### config.mk
export PLATFORM = sky130hd
export DESIGN_NAME = adcu_top
export DESIGN_NICKNAME = d
export VERILOG_FILES = /design/src/core/adcu_pkg.sv /design/src/core/adcu_pin_sync.sv /design/src/core/adcu_top.sv
export SDC_FILE = /design/constraint.sdc
export NUM_CORES = 1
export LEC_CHECK = 0
export ABC_AREA = 1
export BUFFER_PORTS_ARGS = -buffer_cell sky130_fd_sc_hd__buf_2
export CORE_MARGIN = 3
export CORE_UTILIZATION = 35
export DETAILED_ROUTE_END_ITERATION = 16
export MAX_ROUTING_LAYER = met4
export PLACE_DENSITY = 0.63
export SYNTH_ARGS = -nofsm -noshare
export SYNTH_HDL_FRONTEND = slang
export SYNTH_SLANG_ARGS = --single-unit
### constraint.sdc
create_clock -name sys_clk_in -period 1.8 [get_ports sys_clk_in]
set_input_delay 0.18 -clock sys_clk_in [delete_from_list [all_inputs] [get_ports sys_clk_in]]
set_output_delay 0.18 -clock sys_clk_in [all_outputs]
set_load 0.02 [all_outputs]
### src/core/adcu_pkg.sv
// Notes on behaviour
// - Trigger enable low: trigger pin ignored, only the software flag starts.
// - Trigger enable high: either edge on the trigger pin starts a conversion.
// - Channel code 00xx none, 0100-0111 inputs 0-3, 1000-1011 inputs 4-7, 11xx reserved.
// - Conversion lasts 62 clocks with period select 0, 31 clocks with it 1.
// - Start flag reads 0 once the conversion has completed.
// - Writing 1 starts, writing 0 stops; flag reads 1 while converting.
package adcu_pkg;

    // ****************************************
    // Register offsets
    // ****************************************
    localparam logic [7:0] ADDR_MODE_CFG = 8'hc4;
    localparam logic [7:0] ADDR_RESULT = 8'hc5;
    localparam logic [7:0] ADDR_START = 8'hc6;
    localparam logic [7:0] ADDR_IRQ_STATUS = 8'hc7;
    localparam logic [7:0] ADDR_IRQ_MASK = 8'hc8;

    // ****************************************
    // Field positions and fixed bits
    // ****************************************
    localparam int CFG_PERIOD_BIT = 7;
    localparam int CFG_TRIG_BIT = 6;
    localparam int START_FLAG_BIT = 7;
    localparam int IRQ_DONE_BIT = 0;
    localparam int IRQ_TRIG_BIT = 1;
    localparam logic [7:0] CFG_FIXED_ONES = 8'h30;
    localparam logic [7:0] START_FIXED_ONES = 8'h7f;
    localparam logic [1:0] CHAN_LOW_GROUP = 2'h1;
    localparam logic [1:0] CHAN_HIGH_GROUP = 2'h2;

    // ****************************************
    // Values after reset and at conversion start
    // ****************************************
    localparam logic [3:0] CHAN_RESET = 4'h0;
    localparam logic [1:0] IRQ_RESET = 2'h0;
    localparam logic [7:0] SAR_FIRST_BIT = 8'h80;

    // ****************************************
    // Cycle counts
    // ****************************************
    localparam int CONV_CYCLES_SLOW = 62;
    localparam int CONV_CYCLES_FAST = 31;
    localparam logic [5:0] CONV_LAST_SLOW = 6'(CONV_CYCLES_SLOW - 1);
    localparam logic [5:0] CONV_LAST_FAST = 6'(CONV_CYCLES_FAST - 1);
    // Last cycle of each bit trial (7 cycles slow, 3 fast); eight trials fit inside each period
    localparam logic [2:0] TRIAL_LAST_SLOW = 3'h6;
    localparam logic [2:0] TRIAL_LAST_FAST = 3'h2;

    typedef enum logic {
        ADCU_IDLE = 1'b0,
        ADCU_CONV = 1'b1
    } adcu_state_type;

endpackage

### src/core/adcu_pin_sync.sv
`timescale 1ns/10ps
`default_nettype none
module adcu_pin_sync (
    input wire logic sys_clk_in,
    input wire logic rst_in,
    input wire logic pin_in,
    output logic level_out,
    output logic edge_out
);

    // ****************************************
    // Two-stage synchroniser and edge stage
    // ****************************************
    logic meta_reg;
    logic sync_reg;
    logic prev_reg;
    logic meta_next;
    logic sync_next;
    logic prev_next;

    // Next values
    always_comb begin
        meta_next = pin_in;
        sync_next = meta_reg;
        prev_next = sync_reg;
    end

    // Registers
    always_ff @(posedge sys_clk_in or posedge rst_in) begin
        if (rst_in) begin
            meta_reg <= 1'b0;
            sync_reg <= 1'b0;
            prev_reg <= 1'b0;
        end else begin
            meta_reg <= meta_next;
            sync_reg <= sync_next;
            prev_reg <= prev_next;
        end
    end

    // Either edge after synchronisation
    assign level_out = sync_reg;
    assign edge_out = sync_reg ^ prev_reg;

endmodule
`default_nettype wire

### src/core/adcu_top.sv
// Added by the designer: the address-and-strobe port.
`timescale 1ns/10ps
`default_nettype none
module adcu_top
    import adcu_pkg::*;
(
    input wire logic sys_clk_in,
    input wire logic rst_in,
    input wire logic [7:0] addr_in,
    input wire logic [7:0] wdata_in,
    input wire logic wr_in,
    input wire logic rd_in,
    output logic [7:0] rdata_out,
    output logic irq_out,
    input wire logic ext_trigger_pin_in,
    input wire logic cmp_in,
    output logic [7:0] dac_code_out,
    output logic [2:0] chan_idx_out,
    output logic chan_en_out,
    output logic conv_busy_out
);

    // ****************************************
    // Pin synchronisers
    // ****************************************
    logic trig_edge;
    logic cmp_level;

    adcu_pin_sync u_trig_sync (
        .sys_clk_in(sys_clk_in),
        .rst_in(rst_in),
        .pin_in(ext_trigger_pin_in),
        .level_out(),
        .edge_out(trig_edge)
    );

    adcu_pin_sync u_cmp_sync (
        .sys_clk_in(sys_clk_in),
        .rst_in(rst_in),
        .pin_in(cmp_in),
        .level_out(cmp_level),
        .edge_out()
    );

    // ****************************************
    // State
    // ****************************************
    adcu_state_type state_reg;
    adcu_state_type state_next;
    logic conv_period_sel_reg;
    logic conv_period_sel_next;
    logic ext_trigger_enable_reg;
    logic ext_trigger_enable_next;
    logic [3:0] chan_sel_reg;
    logic [3:0] chan_sel_next;
    logic run_fast_reg;
    logic run_fast_next;
    logic [5:0] cnt_reg;
    logic [5:0] cnt_next;
    logic [2:0] step_reg;
    logic [2:0] step_next;
    logic [7:0] mask_reg;
    logic [7:0] mask_next;
    logic [7:0] sar_reg;
    logic [7:0] sar_next;
    logic [7:0] result_reg;
    logic [7:0] result_next;
    logic [1:0] irq_stat_reg;
    logic [1:0] irq_stat_next;
    logic [1:0] irq_mask_reg;
    logic [1:0] irq_mask_next;
    logic irq_reg;
    logic irq_next;
    logic [7:0] rdata_reg;
    logic [7:0] rdata_next;
    logic [2:0] chan_idx_reg;
    logic [2:0] chan_idx_next;
    logic chan_en_reg;
    logic chan_en_next;

    // ****************************************
    // Decode
    // ****************************************
    logic wr_start;
    logic wr_start_one;
    logic wr_start_zero;
    logic trig_start;
    logic done_evt;
    logic [5:0] conv_last;
    logic [2:0] trial_last;

    assign wr_start = wr_in && (addr_in == ADDR_START);
    assign wr_start_one = wr_start && wdata_in[START_FLAG_BIT];
    assign wr_start_zero = wr_start && !wdata_in[START_FLAG_BIT];
    assign trig_start = ext_trigger_enable_reg && trig_edge;
    assign conv_last = run_fast_reg ? CONV_LAST_FAST : CONV_LAST_SLOW;
    assign trial_last = run_fast_reg ? TRIAL_LAST_FAST : TRIAL_LAST_SLOW;

    // ****************************************
    // Conversion sequencer
    // ****************************************
    always_comb begin
        state_next = state_reg;
        run_fast_next = run_fast_reg;
        cnt_next = cnt_reg;
        step_next = step_reg;
        mask_next = mask_reg;
        sar_next = sar_reg;
        result_next = result_reg;
        done_evt = 1'b0;
        case (state_reg)
            ADCU_IDLE: begin
                // Software or trigger edge starts
                if (wr_start_one || trig_start) begin
                    state_next = ADCU_CONV;
                    run_fast_next = conv_period_sel_reg;
                    cnt_next = 6'h00;
                    step_next = 3'h0;
                    mask_next = SAR_FIRST_BIT;
                    sar_next = SAR_FIRST_BIT;
                end
            end
            ADCU_CONV: begin
                if (wr_start_zero) begin
                    state_next = ADCU_IDLE;
                end else if (cnt_reg == conv_last) begin
                    state_next = ADCU_IDLE;
                    result_next = sar_reg;
                    done_evt = 1'b1;
                end else begin
                    cnt_next = cnt_reg + 6'h01;
                    if (mask_reg != 8'h00) begin
                        if (step_reg == trial_last) begin
                            // Keep or drop the trial bit, try the next
                            step_next = 3'h0;
                            sar_next = (cmp_level ? sar_reg : (sar_reg & ~mask_reg))
                                | (mask_reg >> 1);
                            mask_next = mask_reg >> 1;
                        end else begin
                            step_next = step_reg + 3'h1;
                        end
                    end
                end
            end
            default: begin
                state_next = ADCU_IDLE;
            end
        endcase
    end

    // ****************************************
    // Registers, interrupts and read data
    // ****************************************
    always_comb begin
        conv_period_sel_next = conv_period_sel_reg;
        ext_trigger_enable_next = ext_trigger_enable_reg;
        chan_sel_next = chan_sel_reg;
        irq_mask_next = irq_mask_reg;
        irq_stat_next = irq_stat_reg;
        if (wr_in && (addr_in == ADDR_MODE_CFG)) begin
            conv_period_sel_next = wdata_in[CFG_PERIOD_BIT];
            ext_trigger_enable_next = wdata_in[CFG_TRIG_BIT];
            chan_sel_next = wdata_in[3:0];
        end
        if (wr_in && (addr_in == ADDR_IRQ_MASK)) begin
            irq_mask_next = wdata_in[1:0];
        end
        // Write one clears; a same-cycle event still sets
        if (wr_in && (addr_in == ADDR_IRQ_STATUS)) begin
            irq_stat_next = irq_stat_next & ~wdata_in[1:0];
        end
        irq_stat_next[IRQ_DONE_BIT] = irq_stat_next[IRQ_DONE_BIT] | done_evt;
        irq_stat_next[IRQ_TRIG_BIT] = irq_stat_next[IRQ_TRIG_BIT]
            | (trig_start && (state_reg == ADCU_IDLE));
        irq_next = |(irq_stat_next & irq_mask_next);
        // Channel decode toward the analog multiplexer
        chan_idx_next = {chan_sel_next[3], chan_sel_next[1:0]};
        chan_en_next = (chan_sel_next[3:2] == CHAN_LOW_GROUP)
            || (chan_sel_next[3:2] == CHAN_HIGH_GROUP);
        rdata_next = 8'h00;
        if (rd_in) begin
            case (addr_in)
                ADDR_MODE_CFG: rdata_next = CFG_FIXED_ONES
                    | {conv_period_sel_reg, ext_trigger_enable_reg, 2'h0, chan_sel_reg};
                ADDR_RESULT: rdata_next = result_reg;
                ADDR_START: rdata_next = START_FIXED_ONES
                    | {(state_reg == ADCU_CONV), 7'h00};
                ADDR_IRQ_STATUS: rdata_next = {6'h00, irq_stat_reg};
                ADDR_IRQ_MASK: rdata_next = {6'h00, irq_mask_reg};
                default: rdata_next = 8'h00;
            endcase
        end
    end

    // Register all state
    always_ff @(posedge sys_clk_in or posedge rst_in) begin
        if (rst_in) begin
            state_reg <= ADCU_IDLE;
            conv_period_sel_reg <= 1'b0;
            ext_trigger_enable_reg <= 1'b0;
            chan_sel_reg <= CHAN_RESET;
            run_fast_reg <= 1'b0;
            cnt_reg <= 6'h00;
            step_reg <= 3'h0;
            mask_reg <= 8'h00;
            sar_reg <= 8'h00;
            result_reg <= 8'h00;
            irq_stat_reg <= IRQ_RESET;
            irq_mask_reg <= IRQ_RESET;
            irq_reg <= 1'b0;
            rdata_reg <= 8'h00;
            chan_idx_reg <= 3'h0;
            chan_en_reg <= 1'b0;
        end else begin
            state_reg <= state_next;
            conv_period_sel_reg <= conv_period_sel_next;
            ext_trigger_enable_reg <= ext_trigger_enable_next;
            chan_sel_reg <= chan_sel_next;
            run_fast_reg <= run_fast_next;
            cnt_reg <= cnt_next;
            step_reg <= step_next;
            mask_reg <= mask_next;
            sar_reg <= sar_next;
            result_reg <= result_next;
            irq_stat_reg <= irq_stat_next;
            irq_mask_reg <= irq_mask_next;
            irq_reg <= irq_next;
            rdata_reg <= rdata_next;
            chan_idx_reg <= chan_idx_next;
            chan_en_reg <= chan_en_next;
        end
    end

    // Outputs straight from flip-flops
    assign rdata_out = rdata_reg;
    assign irq_out = irq_reg;
    assign dac_code_out = sar_reg;
    assign chan_idx_out = chan_idx_reg;
    assign chan_en_out = chan_en_reg;
    assign conv_busy_out = state_reg;

    // Age of the running conversion
    logic [6:0] age_reg;
    always_ff @(posedge sys_clk_in or posedge rst_in) begin
        if (rst_in) begin
            age_reg <= 7'h00;
        end else begin
            age_reg <= (state_next == ADCU_CONV && state_reg == ADCU_IDLE) ? 7'h01
                : ((state_reg == ADCU_CONV) ? age_reg + 7'h01 : 7'h00);
        end
    end
endmodule
`default_nettype wire

* Yosys cells after proc, flatten, opt, wreduce, memory -nomap -nowiden *
Cells that the tools add are included.

operators by class
  $add $sub $neg = 2
  equal/unequal tests = 14
  muxes and demuxes = 36
  bitwise operators = 11
  reductions and logical operators = 18

operator list
  cell                                                             number
  8-bit two-way mux                                                11
  8-bit == test, second input constant                             5
  8-bit case mux with 5 select lines                               1
  8-bit case mux with 2 select lines                               2
  6-bit two-way mux                                                4
  3-bit two-way mux                                                6
  6-bit case mux with 2 select lines                               1
  8-bit AND                                                        1
  1-bit logical AND                                                8
  8-bit NOT                                                        1
  8-bit by 7-bit OR with 8-bit output                              1
  8-bit nonzero test                                               1
  6-bit by 1-bit adder with 6-bit output, second input constant    1
  6-bit == test                                                    1
  1-bit two-way mux                                                6
  2-bit != test, second input constant                             3
  3-bit case mux with 2 select lines                               1
  3-bit AND reduction                                              2
  5-bit AND reduction                                              1
  2-bit AND                                                        2
  2-bit two-way mux                                                2
  4-bit two-way mux                                                1
  2-bit by 1-bit != test with 1-bit output, second input constant  2
  4-bit AND reduction                                              1
  other kinds (13)                                                 16

storage, ports and cells
  flip-flop bits (word level) = 63
  output and inout bits = 22
  word-level logic and storage cells = 102

* Logic depth before layout (Yosys ltp) *
Gate-level depths: netlist of the first run.

  depth after elaboration = 9
  gate-level depth with buffers = 10
  gate-level depth less buffers = 10

* Modules after synthesis *
A second synthesis of the first run with hierarchy kept.

second synthesis, totals
  cell total of the unflattened synthesis = 374
  area total of the unflattened synthesis = 3000.4 µm²

modules (own cells, without submodules)
  module         times used  cells an instance  area an instance (µm²)
  adcu_top       1           356                2805.2
  adcu_pin_sync  2           9                  97.6

* Worst setup path after synthesis of the first run *
Ideal clock, no wire load.

  path type = reg2reg
  from = register step_reg[0]
  to = register mask_reg[0]
  arrival = 1333 ps
  data required time = 1735 ps
  setup slack = 402 ps
  cell stages (with the launch flop) = 9
  path buffers = 0
  period minus slack after synthesis = 1398 ps
  cells stage by stage = dfrtp_1 -> inv_1 -> ha_1 -> nand3_2 -> o21ai_4 -> inv_1 -> nor2_2 -> nand2_1 -> nand2_1

between the ends
  longest elaborated chain between the ends = 3

ends and longest elaborated chain
  what                                                       RTL line         text
  from (decl)                                                adcu_top.sv:60   logic [2:0] step_reg;
  from (signal assigned)                                     adcu_top.sv:221  step_reg <= step_next;
  3-bit == test                                              adcu_top.sv:133  if (step_reg == trial_last) begin
  2-bit by 1-bit != test with 1-bit output (no source line)  -
  5-bit AND reduction (no source line)                       -
  to (signal assigned)                                       adcu_top.sv:222  mask_reg <= mask_next;
  to (decl)                                                  adcu_top.sv:62   logic [7:0] mask_reg;

No other way between the ends.
A chain may end at the register's enable or synchronous reset.

* Worst setup path in the final report of the first run *
  from = register state_reg, in the netlist conv_busy_out
  to = register cnt_reg[1]

between the ends
  longest elaborated chain between the ends = 3
  elaborated cells on any way between the ends = 6

ends and longest elaborated chain
  what                                  RTL line         text
  from (decl)                           adcu_top.sv:48   adcu_state_type state_reg;
  from (signal assigned)                adcu_top.sv:215  state_reg <= state_next;
  1-bit NOT (no source line)            -
  2-bit != test (no source line)        -
  3-bit AND reduction (no source line)  -
  to (signal assigned)                  adcu_top.sv:220  cnt_reg <= cnt_next;
  to (decl)                             adcu_top.sv:58   logic [5:0] cnt_reg;

Several ways; a longest one is shown, not always the timed one.

==> results of run 1 <==
final timing paths:
| check | from | endpoint | slack [ns] | cells after the start |
|---|---|---|---|---|
| min in group asynchronous | rst_in | rdata_out[4] | 0.44 | 4 |
| hold / removal | wdata_in[6] | ext_trigger_enable_reg | 0.08 | 3 |
| setup reg to reg | conv_busy_out | cnt_reg[1] | 0.29 | 8 |
| hold reg to reg | u_trig_sync.meta_reg | u_trig_sync.level_out | 0.35 | 0 |
| setup / recovery | conv_busy_out | cnt_reg[1] | 0.29 | 8 |
| max in group asynchronous | rst_in | u_trig_sync.prev_reg | 1.09 | 4 |
worst max-delay path: stages, from the launching register on:
cell and delay (ns):
dfrtp_1 0.50, inv_1 0.10, nand3_1 0.14, inv_1 0.08, nor2_2 0.22, nand2_4 0.17
inv_1 0.12, nand2_1 0.06, nand2_1 0.06
metrics by stage:
stage / worst slack (ns) / cell area (um^2)
finish: 0.290 / 3480
global route: 0.0732 / 3480
CTS: 0.262 / 3480
detailed placement: 0.283 / 3250
global placement: 0.313 / 3250
floorplan: 0.135 / 2930
power breakdown:
part           internal [mW]  total, mW  switching (mW)
combinational          0.433       1.26           0.825
sequential              1.57       1.81           0.238
clock                  0.648       1.24           0.587
total                   2.65       4.30            1.65
kinds of logic (layout without fill, tap and decap cells):
group	after synthesis	after routing
AOI/OAI and AO/OA	47	47
xor gates and xnor gates	6	6
adders and majority gates	3	3
buffers and inverters	55	112
DFF	60	60
muxes	1	1
and+or+nand+nor	190	190
cell usage after synthesis, drive strengths merged:
cell,instances
a21oi,11
buf,8
clkbuf,1
dfrtp,60
ha,3
inv,46
mux2i,1
nand2,119
nand3,33
nand4,3
nor2,32
nor3,1
o21ai,35
o22ai,1
or2,2
xnor2,1
xor2,5
layout make-up:
class | count | area (um^2) | share of cell area (%)
Sequential cell | 60 | 1500 | 43.1
Timing Repair Buffer | 50 | 293 | 8.41
Inverter | 46 | 173 | 4.96
Clock inverter | 7 | 75.1 | 2.16
Tap cell | 102 | 128 | 3.66
Multi-Input combinational cell | 247 | 1190 | 34.2
Clock buffer | 9 | 124 | 3.56
metal layers:
| metal | vias up | track usage (%) | routed length, um |
|---|---|---|---|
| li1 | 1240 | - | - |
| met1 | 1118 | 17.8 | 2890 |
| met2 | 54 | 23.1 | 2950 |
| met4 | 0 | 4.79 | 39 |
| met5 | - | - | 0 |
| met3 | 6 | 4.88 | 314 |
==> impl_metrics.yaml, run 1 <==
layout:
  final_cells: 521
  mostFrequentLayoutCells: "115 x nand2_1, 60 x dfrtp_1, 45 x inv_1"
  layout_commonest_cell: "nand2_1"
  diodes: 0
  drive_above_1_share_pct: 19.3
  synthToLayoutAreaGrowth_pct: 18.9
  post-route-util_pct: 43.9
  nets: 439
  fill_cells: 797
yosys:
  synthXorXnorAreaFrac_pct: 1.79
  yosysSeqAreaShare_pct: 51.2
  synth_area_per_cell_um2: 8.09
  synthCells: 362
  yosys.area.top_type: "dfrtp_1"
  ys_ff_latch: 60
  synth_compound_area_share_pct: 8.45
  syn_nets: 387
  synth_top_cell_area_share_pct: 51.2
  muxShareOfSynthArea_pct: 0.342
  syn-cell-area_um2: 2930
  synth_top_family_by_area: "simple AND/OR/NAND/NOR gates"
  post_synth_fa_ha_maj_area_fraction_pct: 1.28
  synthTopCellsByArea: "dfrtp_1 51%, nand2_1 15%, inv_1 5.9%"
  ys_types: 29
  yosys.area_share.simple_pct: 28.7
  synth-warning-count: 0
worst_hold_path:
  hold_class: "in2reg"
cts:
  clock_latency_ns: 0.34
  cts_tree: "yes"
  numCtsBuffers: 9
  clock_path_buffers: 2
  hold_buffers: 3
  ctsHtreeMaxLevel: 3
  cts_resized: 0
  cts_setup_buffers: 0
  cts_root_buf: "clkbuf_8"
  path_clk_slew_ns: 0.08
  cts.sinks: 60
floorplanning:
  core_um2: 7930
  die_h_um: 97.5
  die_area_um2: 9510
  die_w_um: 97.5
  rows: 32
  start_util_pct: 37.0
  ioPinCount: 44
critical_path:
  worstPathMaxFanout: 17
  cp.arrival_ns: 1.79
  cp-start-kind: "flop"
  end_kind: "flop"
  cp_data_required_time_ns: 2.08
  critical_path_class: "reg2reg"
global_route:
  grt_max_degree: 61
  grt_pass1_vias: 2418
  grtUsageTotal_pct: 14.7
  grt_pass1_wl_um: 11000
  antenna_found_initial: 0
  globalRoute.totalOverflow: 0
sta:
  rsz0062_at_grt: "false"
  tns_ns: 0
  period_share_pct: 83.9
  final_hold_viol_count: 0
  hold_ws_ns: 0.0788
  fin_skew_ns: 0.00896
  fmax_ghz: 0.662
  slew_headroom_pct: 70.3
  fin_crit_ns: 1.51
  slew_violations: 0
  setup_viol: 0
  worstMarginPinSlew_ns: 0.444
placement:
  dp_hpwl_um: 4440
  io_buffers: 41
  dp.cells: 502
  gp_congestion: 0.826
run:
  drv_cap: 0
routing:
  finalWirelength_um: 6190
  vias_per_cell: 4.64
  dr.pass1.iters: 5
  num_vias: 2418
  drt_iter0_drc: 150
  route.detailed.drc: 0
  routedWlPerCell_um: 11.9
  postRouteAntennaNets: 0
power_and_ir_drop:
  leakagePower_nw: 1.85
  irDropWorstVdd_uv: 416
  power_density_nw_per_um2: 1240
  power_mw: 4.30
run_status:
  status: "finished clean"
(Power assumes the default switching activity.)
==> inputs of run 2 (changes only) <==
Settings changed: ABC_AREA 1 to 0, PLACE_DENSITY 0.63 to 0.66.
Clock period 1.8 ns to 1.3 ns, I/O delays scaled along.
==> run 2 against run 1 <==
Against the previous run:
- the run now ends with negative setup slack left
- routed wire length increased by 3.3%
- register-to-register slack got worse by 0.78 ns
- combinational power increased by 43%
- sequential power increased by 22%
- synthesized area decreased by 6.7%
- largest power group unchanged
==> impl_metrics.yaml, run 2 <==
yosys:
  yosys.area.top_type: "dfrtp_1"
  syn_nets: 254
  ys_async_sr_fraction_pct: 100
  synth_top_family_by_area: "compound AO/OA/AOI/OAI gates"
  synthCells: 229
  synthXorXnorAreaFrac_pct: 1.92
  ys_types: 52
  muxShareOfSynthArea_pct: 8.60
  yosys.area_share.simple_pct: 13.3
  yosysMostFrequentCell: "dfrtp_1"
  ys_ff_latch: 60
  synth_edf_count: 0
  syn-cell-area_um2: 2740
  post_synth_fa_ha_maj_area_fraction_pct: 1.37
  ys.flop_type: "dfrtp_1"
  synth_area_per_cell_um2: 11.9
  synth-warning-count: 0
  synth_compound_area_share_pct: 16.6
  synthTopCellsByArea: "dfrtp_1 55%, mux2_2 8.2%, nand2_1 2.7%"
  yosysSeqAreaShare_pct: 54.9
  ys_top_cells_by_count: "60 x dfrtp_1, 20 x mux2_2, 20 x nand2_1"
  synth_top_cell_area_share_pct: 54.9
routing:
  vias_per_cell: 4.96
  num_vias: 2191
  dr.pass1.iters: 4
  drt_iter0_drc: 72
  route.detailed.drc: 0
  postRouteAntennaNets: 0
  finalWirelength_um: 6400
  routedWlPerCell_um: 14.5
layout:
  layout_commonest_cell: "dfrtp_1"
  drive_above_1_share_pct: 51.3
  post-route-util_pct: 54.2
  final_cells: 442
  seq_area_um2: 1500
  multi_input_area_um2: 1350
  fin_area_um2: 4010
  mostFrequentLayoutCells: "59 x dfrtp_1, 52 x buf_4, 41 x buf_2"
  synthToLayoutAreaGrowth_pct: 46.7
  nets: 364
  diodes: 0
  fill_cells: 629
sta:
  slew_violations: 0
  hold_ws_ns: 0.0383
  fmax_ghz: 0.558
  rsz0062_at_grt: "true"
  period_share_pct: 138
  worstMarginPinSlew_ns: 0.429
  fin_ws_ns: -0.492
  slew_headroom_pct: 71.4
  tns_ns: -14.09
  setup_viol: 37
  fin_crit_ns: 1.79
  final_hold_viol_count: 0
  fin_skew_ns: 0.0105
critical_path:
  worstPathMaxFanout: 9
  regToRegEndpoint: "result_reg[1]"
  ff2ff_setup_slack_ns: -0.49
  r2r_cells: 7
  cp-start-kind: "flop"
  cp.arrival_ns: 2.02
  rr_startpoint: "cnt_reg[5]"
  cp_data_required_time_ns: 1.52
  end_kind: "flop"
  critical_path_class: "reg2reg"
floorplanning:
  core_um2: 7410
  die_area_um2: 8910
  start_util_pct: 36.9
  ioPinCount: 44
  die_w_um: 94.4
  die_h_um: 94.4
  rows: 31
run_status:
  failed_checks: "negative setup slack"
  status: "complete, but fails checks"
cts:
  cts_root_buf: "clkbuf_8"
  clock_latency_ns: 0.34
  clock_path_buffers: 2
  cts.sinks: 60
  ctsHtreeMaxLevel: 3
  path_clk_slew_ns: 0.06
  cts_tree: "yes"
  numCtsBuffers: 9
worst_hold_path:
  hold_class: "in2reg"
  holdPathEnd: "ext_trigger_enable_reg"
  hold_depth: 2
  min_from: "wdata_in[6]"
power_and_ir_drop:
  irDropWorstVdd_uv: 625
  power_density_nw_per_um2: 1430
  leakagePower_nw: 1.96
  clockPowerShare_pct: 30.3
  comb_power_share_pct: 31.3
  p_sw_mw: 1.72
  swShare_pct: 30.0
  power.internal_mw: 4.01
  sequentialPowerShare_pct: 38.4
placement:
  dp_hpwl_um: 4450
  post_dp_cell_area_um2: 3520
  gp_congestion: 0.836
  io_buffers: 41
  dp.cells: 411
global_route:
  grt_pass1_vias: 2194
  antenna_found_initial: 0
  grt_pass1_wl_um: 10600
  globalRoute.totalOverflow: 0
  grt_max_degree: 61
  grtUsageTotal_pct: 16.2
run:
  drv_cap: 0
==> run 2: area by class of cell <==
cell class	instances	share of cell area (%)
Sequential cell	60	37.4
Multi-Input combinational cell	152	33.7
Timing Repair Buffer	107	19.6
Clock buffer	12	4.12
Tap cell	99	3.09
Clock inverter	3	1.12
Inverter	9	0.935
==> run 2: power by group through the flow <==
stage               Clock (mW)  Sequential [mW]  Combinational (mW)
floorplan                    0             2.29               0.732
global placement             0             2.24                1.42
finish                    1.74             2.20                1.80
CTS                       1.77             2.21                1.67
detailed placement           0             2.25                1.46
global route              1.87             2.23                1.95
==> run 2: repair_timing <==
item / 4_1_cts / 5_1_grt
hold buffers: 3 / 0
resized for setup: 13 / 15
hold endpoints to repair: 62 / 0
pin swaps: 8 / 15
setup buffers: 7 / 7
setup endpoints to repair: 37 / 38
==> run 2: stage by stage <==
| stage | setup slack, ns | total power [mW] |
|---|---|---|
| floorplan | -0.489 | 3.02 |
| global placement | -0.532 | 3.66 |
| detailed placement | -0.581 | 3.70 |
| CTS | -0.448 | 5.65 |
| global route | -0.567 | 6.04 |
| finish | -0.492 | 5.74 |
==> run 2: worst max-delay path, stage by stage (launching register included) <==
cell and delay (ns):
dfrtp_1 0.39, buf_4 0.15, nor4bb_4 0.30, o21bai_2 0.12
buf_4 0.16, nor2_4 0.12, buf_12 0.14, mux2_4 0.29
==> run 2: worst max path at each step <==
| stage | startpoint | endpoint | slack, ns |
|---|---|---|---|
| finish | cnt_reg[5] | result_reg[1] | -0.49 |
| global route | cnt_reg[0] | result_reg[5] | -0.57 |
| CTS | cnt_reg[5] | step_reg[0] | -0.45 |
| detailed placement | cnt_reg[5] | dac_code_out[4] | -0.58 |
| global placement | run_fast_reg | dac_code_out[4] | -0.53 |
| floorplan | mask_reg[1] | dac_code_out[4] | -0.49 |
==> run 2: routing by layer <==
| metal | track usage [%] | share of wire, % | up-vias |
|---|---|---|---|
| li1 | - | - | 1061 |
| met1 | 19.9 | 44 | 1064 |
| met2 | 24.8 | 49 | 53 |
| met3 | 4.38 | 4.7 | 13 |
| met4 | 7.58 | 2.4 | 0 |
| met5 | - | 0 | - |
==> run 2: cell families (layout without fill, tap and decap cells) <==
group	count (synthesis)	in the layout
multiplexers	21	21
flip-flops	60	60
adder cells (fa/ha/maj)	3	3
AO/OA/AOI/OAI	56	56
buffers and inverters	17	131
XOR/XNOR	6	6
AND/OR/NAND/NOR	66	66
==> inputs of run 3 (changes only) <==
Settings changed: ABC_AREA 0 to 1, PLACE_DENSITY 0.66 to not set.
==> run 3 against run 2 <==
Against the previous run:
- the run still ends with negative setup slack left
- maximum frequency rose by 30%
- first-iteration DRC count rose by 120%
- via count rose by 21%
- count of clock-buffer cells in the layout fell by 3
- global-route usage rose by 0.54 points
- combinational power rose by 60%
- clock skew fell by 0.0013 ns
- sequential power rose by 12%
- sequential cell count did not move
- routed wire length rose by 13%
- final cell count rose by 28%
- largest cell class unchanged
==> impl_metrics.yaml, run 3 (same netlist as run 1, synthesis figures left out) <==
global_route:
  grt_max_degree: 22
  globalRoute.totalOverflow: 0
  grtUsageTotal_pct: 16.7
  grt_pass1_vias: 2616
  grt_pass1_wl_um: 12500
  antenna_found_initial: 0
power_and_ir_drop:
  clockPowerShare_pct: 26.3
  p_sw_mw: 2.79
  comb_power_share_pct: 39.8
  sequentialPowerShare_pct: 33.9
  swShare_pct: 38.5
  power_mw: 7.25
  power.internal_mw: 4.46
  leakagePower_nw: 2.14
  power_density_nw_per_um2: 1770
  irDropWorstVdd_uv: 875
cts:
  clock_path_buffers: 2
  cts_tree: "yes"
  cts.sinks: 60
  path_clk_slew_ns: 0.08
  numCtsBuffers: 9
  cts_root_buf: "clkbuf_8"
  ctsHtreeMaxLevel: 3
  clock_latency_ns: 0.35
layout:
  layout_commonest_cell: "nand2_1"
  final_cells: 566
  synthToLayoutAreaGrowth_pct: 39.6
  post-route-util_pct: 51.6
  diodes: 0
  fin_area_um2: 4090
  mostFrequentLayoutCells: "96 x nand2_1, 58 x dfrtp_1, 43 x buf_4"
  nets: 484
  drive_above_1_share_pct: 36.9
critical_path:
  cp_data_required_time_ns: 1.59
  critical_path_class: "reg2reg"
  cp.arrival_ns: 1.66
  r2r_cells: 7
  rr_startpoint: "mask_reg[6]"
  startpoint: "mask_reg[6]"
  cp-start-kind: "flop"
  regToRegEndpoint: "mask_reg[4]"
  ff2ff_setup_slack_ns: -0.08
  cp-endpoint: "mask_reg[4]"
  end_kind: "flop"
  worstPathMaxFanout: 8
run:
  drv_cap: 0
run_status:
  status: "complete, but fails checks"
  failed_checks: "negative setup slack"
routing:
  vias_per_cell: 4.70
  postRouteAntennaNets: 0
  routedWlPerCell_um: 12.8
  finalWirelength_um: 7220
  num_vias: 2661
  drt_iter0_drc: 159
  route.detailed.drc: 0
  dr.pass1.iters: 4
sta:
  rsz0062_at_grt: "true"
  hold_ws_ns: 0.0271
  fin_ws_ns: -0.0783
  period_share_pct: 106
  tns_ns: -1.20
  slew_headroom_pct: 67.6
  slew_violations: 0
  fmax_ghz: 0.726
  final_hold_viol_count: 0
  fin_skew_ns: 0.00921
  setup_viol: 34
  worstMarginPinSlew_ns: 0.485
  fin_crit_ns: 1.38
placement:
  dp_hpwl_um: 4950
  dp.cells: 538
  io_buffers: 41
  dp_slack_ns: -0.149
  post_dp_cell_area_um2: 3550
  gp_congestion: 0.801
floorplanning:
  ioPinCount: 44
  die_h_um: 97.5
  rows: 32
  core_um2: 7930
  die_area_um2: 9510
  die_w_um: 97.5
  start_util_pct: 37.0
worst_hold_path:
  hold_class: "in2reg"
run 3: power by group through the flow:
stage / Sequential [mW] / Clock [mW] / Combinational, mW
after floorplan: 2.58 / 0 / 1.25
after global routing: 2.50 / 2.04 / 3.16
after detailed placement: 2.46 / 0 / 2.28
after global placement: 2.44 / 0 / 2.22
after CTS: 2.44 / 1.95 / 2.72
final: 2.46 / 1.90 / 2.88
run 3: how the worst min path moves through the flow:
stage,from,endpoint,slack [ns],depth (start not counted)
detailed placement,rst_in,irq_out,0.19,2
global placement,rst_in,u_trig_sync.prev_reg,0.18,2
global route,rd_in,rdata_out[3],0.03,3
CTS,rd_in,rdata_out[7],0.01,3
finish,rd_in,rdata_out[3],0.03,3
floorplan,cmp_in,u_cmp_sync.meta_reg,0.16,0
run 3: final cells by class:
type / count / area (um^2)
Timing Repair Buffer: 92 / 641
Clock inverter: 7 / 98.8
Inverter: 46 / 179
Tap cell: 102 / 128
Multi-Input combinational cell: 250 / 1420
Fill cell: 769 / 3840
Sequential cell: 60 / 1500
Clock buffer: 9 / 124
run 3: critical path: stages (launching register included):
cell and delay [ns]:
dfrtp_1 0.40, nor2_1 0.15, nand2_1 0.11, o21ai_2 0.18, nand3_4 0.15, nand3_4 0.18
nand2_1 0.07, nand2_1 0.07
run 3: timing repair:
item,4_1_cts,5_1_grt
hold endpoints to repair,19,0
hold buffers,3,0
cloned,3,0
setup buffers,6,0
endpoints found under the setup margin,34,38
gates resized for setup,33,30
pin swaps,23,22
run 3: metal layers:
metal | routed length, um | part of all wire (%) | global-route usage, % | vias to the layer above
li1 | - | - | - | 1344
met1 | 3080 | 43 | 19.5 | 1245
met2 | 3650 | 51 | 27.8 | 59
met3 | 381 | 5.3 | 5.46 | 13
met4 | 108 | 1.5 | 4.26 | 0
met5 | 0 | 0 | - | -
